==> src/hdl/vrsc_pkg.sv <==
package vrsc_pkg;
  // ------------------------------------------------------------
  // widths
  // ------------------------------------------------------------
  localparam int CODE_W = 8;
  localparam int REF_W  = 8;
  // ------------------------------------------------------------
  // timing
  // ------------------------------------------------------------
  localparam int CLK_HZ        = 25_000_000;
  localparam int SAMPLE_HZ     = 3_000_000;
  localparam int STEP_HZ       = 330_000;
  localparam int SAMPLE_DIV    = CLK_HZ / SAMPLE_HZ;
  localparam int STEP_DIV      = CLK_HZ / STEP_HZ;
  localparam int DIV_W         = 8;
  localparam int STABLE_COUNT  = 3;
  localparam int STEP_UV       = 6250;
  // ------------------------------------------------------------
  // reset values
  // ------------------------------------------------------------
  localparam logic [CODE_W-1:0] CODE_RESET = 8'h00;
  localparam logic [REF_W-1:0]  REF_RESET  = 8'h00;
  localparam logic [REF_W-1:0]  REF_ONE    = 8'h01;
endpackage

==> src/hdl/vrsc_divider.sv <==
`timescale 1ns/1ps
module vrsc_divider #(
  parameter logic [vrsc_pkg::DIV_W-1:0] DIV = 8'h01
) (
  input  wire logic clk,
  input  wire logic reset,
  output logic      tick
);
  logic [vrsc_pkg::DIV_W-1:0] count_q;

  always_ff @(posedge clk or posedge reset) begin
    if (reset) begin
      count_q <= '0;
      tick    <= 1'b0;
    end else if (count_q == DIV - 8'h01) begin
      count_q <= '0;
      tick    <= 1'b1;
    end else begin
      count_q <= count_q + 8'h01;
      tick    <= 1'b0;
    end
  end
endmodule // vrsc_divider

==> src/hdl/vrsc_reference_slew.sv <==
`timescale 1ns/1ps
// Summary of operation
// - the code inputs are sampled on each 3MHz sample tick in either mode.
// - a changed code is accepted only after three consecutive equal samples.
// - in jump mode a validated code is copied straight into the reference.
// - in slew mode the reference moves one 6.25mV step per 330kHz tick until equal.
// - the jump or slew response follows the selected table mode.
module vrsc_reference_slew (
  input  wire logic                        clk,
  input  wire logic                        reset,
  input  wire logic [vrsc_pkg::CODE_W-1:0] voltageCodeInputs,
  input  wire logic                        slewMode,
  output logic      [vrsc_pkg::CODE_W-1:0] acceptedCode,
  output logic      [vrsc_pkg::REF_W-1:0]  referenceLevel,
  output logic                             slewing,
  output logic                             codeValid
);
  // ------------------------------------------------------------
  // input synchronisers
  // ------------------------------------------------------------
  logic [vrsc_pkg::CODE_W-1:0] codeMeta_q;
  logic [vrsc_pkg::CODE_W-1:0] codeSync_q;
  logic                        modeMeta_q;
  logic                        modeSync_q;

  always_ff @(posedge clk or posedge reset) begin
    if (reset) begin
      codeMeta_q <= vrsc_pkg::CODE_RESET;
      codeSync_q <= vrsc_pkg::CODE_RESET;
      modeMeta_q <= 1'b0;
      modeSync_q <= 1'b0;
    end else begin
      codeMeta_q <= voltageCodeInputs;
      codeSync_q <= codeMeta_q;
      modeMeta_q <= slewMode;
      modeSync_q <= modeMeta_q;
    end
  end

  // ------------------------------------------------------------
  // rate enables
  // ------------------------------------------------------------
  logic sampleTick;
  logic stepTick;

  vrsc_divider #(.DIV(8'(vrsc_pkg::SAMPLE_DIV))) u_sampleDiv (
    .clk   (clk),
    .reset (reset),
    .tick  (sampleTick)
  );

  vrsc_divider #(.DIV(8'(vrsc_pkg::STEP_DIV))) u_stepDiv (
    .clk   (clk),
    .reset (reset),
    .tick  (stepTick)
  );

  // ------------------------------------------------------------
  // code qualification
  // ------------------------------------------------------------
  // a glitch shorter than three samples never reaches the reference
  logic [vrsc_pkg::CODE_W-1:0] candidate_q;
  logic [1:0]                  stableCnt_q;
  logic                        validPulse_q;

  always_ff @(posedge clk or posedge reset) begin
    if (reset) begin
      candidate_q  <= vrsc_pkg::CODE_RESET;
      stableCnt_q  <= 2'h0;
      acceptedCode <= vrsc_pkg::CODE_RESET;
      validPulse_q <= 1'b0;
    end else begin
      validPulse_q <= 1'b0;
      if (sampleTick) begin
        if (codeSync_q != candidate_q) begin
          candidate_q <= codeSync_q;
          stableCnt_q <= 2'h1;
        end else if (stableCnt_q < 2'(vrsc_pkg::STABLE_COUNT)) begin
          stableCnt_q <= stableCnt_q + 2'h1;
          if (stableCnt_q == 2'(vrsc_pkg::STABLE_COUNT - 1) &&
              candidate_q != acceptedCode) begin
            acceptedCode <= candidate_q;
            validPulse_q <= 1'b1;
          end
        end
      end
    end
  end

  always_ff @(posedge clk or posedge reset) begin
    if (reset) begin
      codeValid <= 1'b0;
    end else begin
      codeValid <= validPulse_q;
    end
  end

  // ------------------------------------------------------------
  // reference update
  // ------------------------------------------------------------
  // the code maps one to one onto reference steps of 6.25mV each
  always_ff @(posedge clk or posedge reset) begin
    if (reset) begin
      referenceLevel <= vrsc_pkg::REF_RESET;
    end else if (!modeSync_q) begin
      referenceLevel <= acceptedCode;
    end else if (stepTick && referenceLevel != acceptedCode) begin
      if (referenceLevel < acceptedCode) begin
        referenceLevel <= referenceLevel + vrsc_pkg::REF_ONE;
      end else begin
        referenceLevel <= referenceLevel - vrsc_pkg::REF_ONE;
      end
    end
  end

  always_ff @(posedge clk or posedge reset) begin
    if (reset) begin
      slewing <= 1'b0;
    end else begin
      slewing <= modeSync_q && (referenceLevel != acceptedCode);
    end
  end
endmodule // vrsc_reference_slew

==> config.mk <==
export PLATFORM = sky130hd
export DESIGN_NAME = vrsc_reference_slew
export DESIGN_NICKNAME = d
export VERILOG_FILES = /design/src/hdl/vrsc_pkg.sv /design/src/hdl/vrsc_divider.sv /design/src/hdl/vrsc_reference_slew.sv
export SDC_FILE = /design/constraint.sdc
export NUM_CORES = 1
export LEC_CHECK = 0
export BUFFER_PORTS_ARGS = -buffer_cell sky130_fd_sc_hd__buf_4
export CAP_MARGIN = 30
export CORE_MARGIN = 2
export CORE_UTILIZATION = 25
export CTS_CLUSTER_SIZE = 14
export DETAILED_ROUTE_END_ITERATION = 6
export MAX_ROUTING_LAYER = met4
export PLACE_DENSITY = 0.38
export SYNTH_ARGS = -nofsm -noshare
export SYNTH_HDL_FRONTEND = slang
export SYNTH_SLANG_ARGS = --single-unit
export TNS_END_PERCENT = 20
==> constraint.sdc <==
create_clock -name clk -period 4.18 [get_ports clk]
set_input_delay 0.836 -clock clk [delete_from_list [all_inputs] [get_ports clk]]
set_output_delay 0.836 -clock clk [all_outputs]
set_load 0.1 [all_outputs]
==> results.md <==
- Final setup fails: 0
- Net Sw Frac: 0.252
- Final net count: 329
- Post-DR wirelength/cell: 13.9 µm
- Syn. warnings: 0
- Leakage dissipation: 0.00178 µW
- Root buffer cell: clkbuf_16
- Crit Path Max Fanout: 8
- PortBufs: 28
- Detailed Routing Iterations Pass 1: 4
- Sw Pwr: 394 µW
- First-pass GRT wire length: 10.3 mm
- Period utilisation layout: 0.790
- H-tree levels: 3
- Critical Path End Type: register
- Startpoint types: register
- Largest net degree at the start of global routing: 26
- Sequential share of the synthesized area: 0.530
- Worst clock skew: 0.00574 ns
- DRC Markers: 0
- Hold-fix buffer count after cts: 0
- Mean Syn Cell Area: 11.9 µm²
- Post-CTS Setup Bufs: 0
- Die area: 13200 µm²
- Headroom to the max-slew limit: 0.609
- Maximum VDD drop: 0.192 mV
- Non-filler cells in the finished layout: 448
- Fmax: 303 MHz
- Ys flop type: dfrtp_1
- PostCTS Resize Cnt: 0
- Num Clock Sinks: 65
- Post-route ant nets: 0
- Number of top-level pins: 29
- Initial drt markers: 82
- Inst Count DP: 433
- Total Routing Usage GR: 0.108
- Core ar.: 12000 µm²
- CTS tree: done
- Layout cells sized above 1: 0.233
- Post-Syn Nets: 290
- Number of max-cap violations: 0
- Required time of the critical path: 4.45 ns
- Via Count: 1935
- Number of global-route vias before repair: 1997
- Antenna diode count: 0
- Crit path time final: 3.30 ns
- Clock insertion delay at the later pin of the skew report: 0.33 ns
- Max clock buf depth: 2
- Part of the power in registers: 0.426
- Status: finished clean
- Ys async rst share: 1.00
- Cell taking the most area after synthesis: dfrtp_1
- Most frequent cells in the layout: 65 x dfrtp_1, 31 x buf_4, 22 x xnor2_1
- Worst min path class: register to register
- PD cells: 416 nW/µm²
- Chip width: 115 µm
- CP Data Arrival Time: 3.57 ns
- GRT overflow: 0
- Pint: 1170 µW
- CTS buffer count: 9
- Comb power frac: 0.099
- Hold Fails Final Rpt: 0
- Synthesized area: 3070 µm²
- Area grow syn2layout: 22.5%
- TNS Setup: 0 ns
- Area share of the largest cell type after synthesis: 0.530
- Vias/cell: 4.32
- Initial antenna violation count: 0
- Yosys reg bits: 65
- Number of synthesized flops with an enable pin: 0
- Clock slew at reported path FFs: 0.06 ns
- Cells after Synth: 258
- Final Max Tran Viols: 0
- Post-DP HPWL: 4.47 mm
- Routability cong.: 0.728
- Most common cell after layout, fill and taps aside: dfrtp_1
- Most area-consuming cells after synthesis: dfrtp_1 53%, ha_1 8.2%, xnor2_1 6.3%
- Die H: 115 µm
- Worst Tran Pin Value: 0.586 ns
- Rows: 40
- Clk network pwr share: 0.475
- CP Class: register to register
- Drt total wl: 6.24 mm
- RSZ-0062 raised after global routing: no
- Post-synth cell types: 45
- Initial core utilization: 0.255
-- worst paths after layout --
path                                             start                             to  slack, ns  cells past startpoint
max                        acceptedCode[6]$_DFFE_PP0P_  referenceLevel[7]$_DFFE_PP0P_       0.88                     13
min                            codeMeta_q[4]$_DFF_PP0_        codeSync_q[4]$_DFF_PP0_       0.35                      0
max reg2reg                acceptedCode[6]$_DFFE_PP0P_  referenceLevel[7]$_DFFE_PP0P_       0.88                     13
min reg2reg                    codeMeta_q[4]$_DFF_PP0_        codeSync_q[4]$_DFF_PP0_       0.35                      0
max in group asynchronous                        reset            codeValid$_DFF_PP0_       2.87                      3
min in group asynchronous                        reset        codeMeta_q[7]$_DFF_PP0_       0.57                      2
-- metal layers --
layer | global-route usage | wire length (µm) | up-vias
met3 | 0.0311 | 233 | 9
met1 | 0.132 | 2950 | 929
met2 | 0.167 | 2930 | 25
li1 | - | - | 972
met5 | - | 0 | -
met4 | 0.0458 | 119 | 0
-- metrics by stage --
stage | instance area, µm² | setup WS [ns] | utilization | hold WS, ns | power [µW]
finish | 3760 | 0.880 | 0.313 | 0.349 | 1560
global route | 3760 | 0.635 | 0.313 | 0.361 | 1640
CTS | 3760 | 0.870 | 0.313 | 0.351 | 1600
detailed placement | 3460 | 0.877 | 0.288 | 0.336 | 834
global placement | 3460 | 0.975 | 0.288 | 0.336 | 834
floorplan | 3070 | 0.475 | - | 0.331 | 791
-- flip-flops by register name, indices dropped and copies added, names as in the netlist --
| name | cells |
|---|---|
| modeSync_q | 1 |
| validPulse_q | 1 |
| u_sampleDiv.tick | 1 |
| candidate_q | 8 |
| codeSync_q | 8 |
| stableCnt_q | 2 |
| acceptedCode | 8 |
| u_stepDiv.count_q | 8 |
| u_sampleDiv.count_q | 8 |
| codeValid | 1 |
| codeMeta_q | 8 |
| referenceLevel | 8 |
| modeMeta_q | 1 |
| slewing | 1 |
| u_stepDiv.tick | 1 |
-- synthesized netlist by cell type, drive strengths merged (3+ instances only) --
master  number
a21o         5
a21oi       13
and3         4
dfrtp       65
ha          20
inv         14
mux2        16
nand2       14
nand3       11
nand4        5
nor2        18
nor2b        3
nor3         4
o21ai        8
xnor2       22
xor2         9
-- power groups by stage --
stage / Combinational [µW] / Sequential (µW) / Clock [µW]
floorplan: 90.5 / 700 / 0
global placement: 157 / 677 / 0
detailed placement: 157 / 677 / 0
CTS: 158 / 666 / 771
global route: 173 / 668 / 795
finish: 155 / 665 / 742
-- worst max-delay path: stages, from the launching register on --
cell and delay [ns]:
dfrtp_1 0.41, inv_1 0.08, ha_1 0.33, a21oi_1 0.13, nand2_1 0.06, a21o_1 0.19, or2_2 0.38, ha_1 0.38
o21ai_0 0.12, nor2_1 0.20, a221oi_2 0.09, or3_1 0.34, a2111oi_0 0.39, nand3b_1 0.15
-- kinds of logic after synthesis --
group,count (synthesis),synth area share
flops,65,0.530
simple gates,67,0.111
compound gates,39,0.0849
buf+inv,17,0.0237
mux,18,0.0738
xor+xnor,31,0.0885
fa+ha+maj,21,0.0881
-- area by class of cell --
class / instances / area (µm²)
repair buffers: 31 / 233
well taps: 147 / 184
multi-input cells: 176 / 1370
clock inverters: 6 / 67.6
fillers: 1218 / 8260
inverters: 14 / 52.6
flip-flops and latches: 65 / 1630
clock buffers: 9 / 225
(Power assumes the default switching activity.)
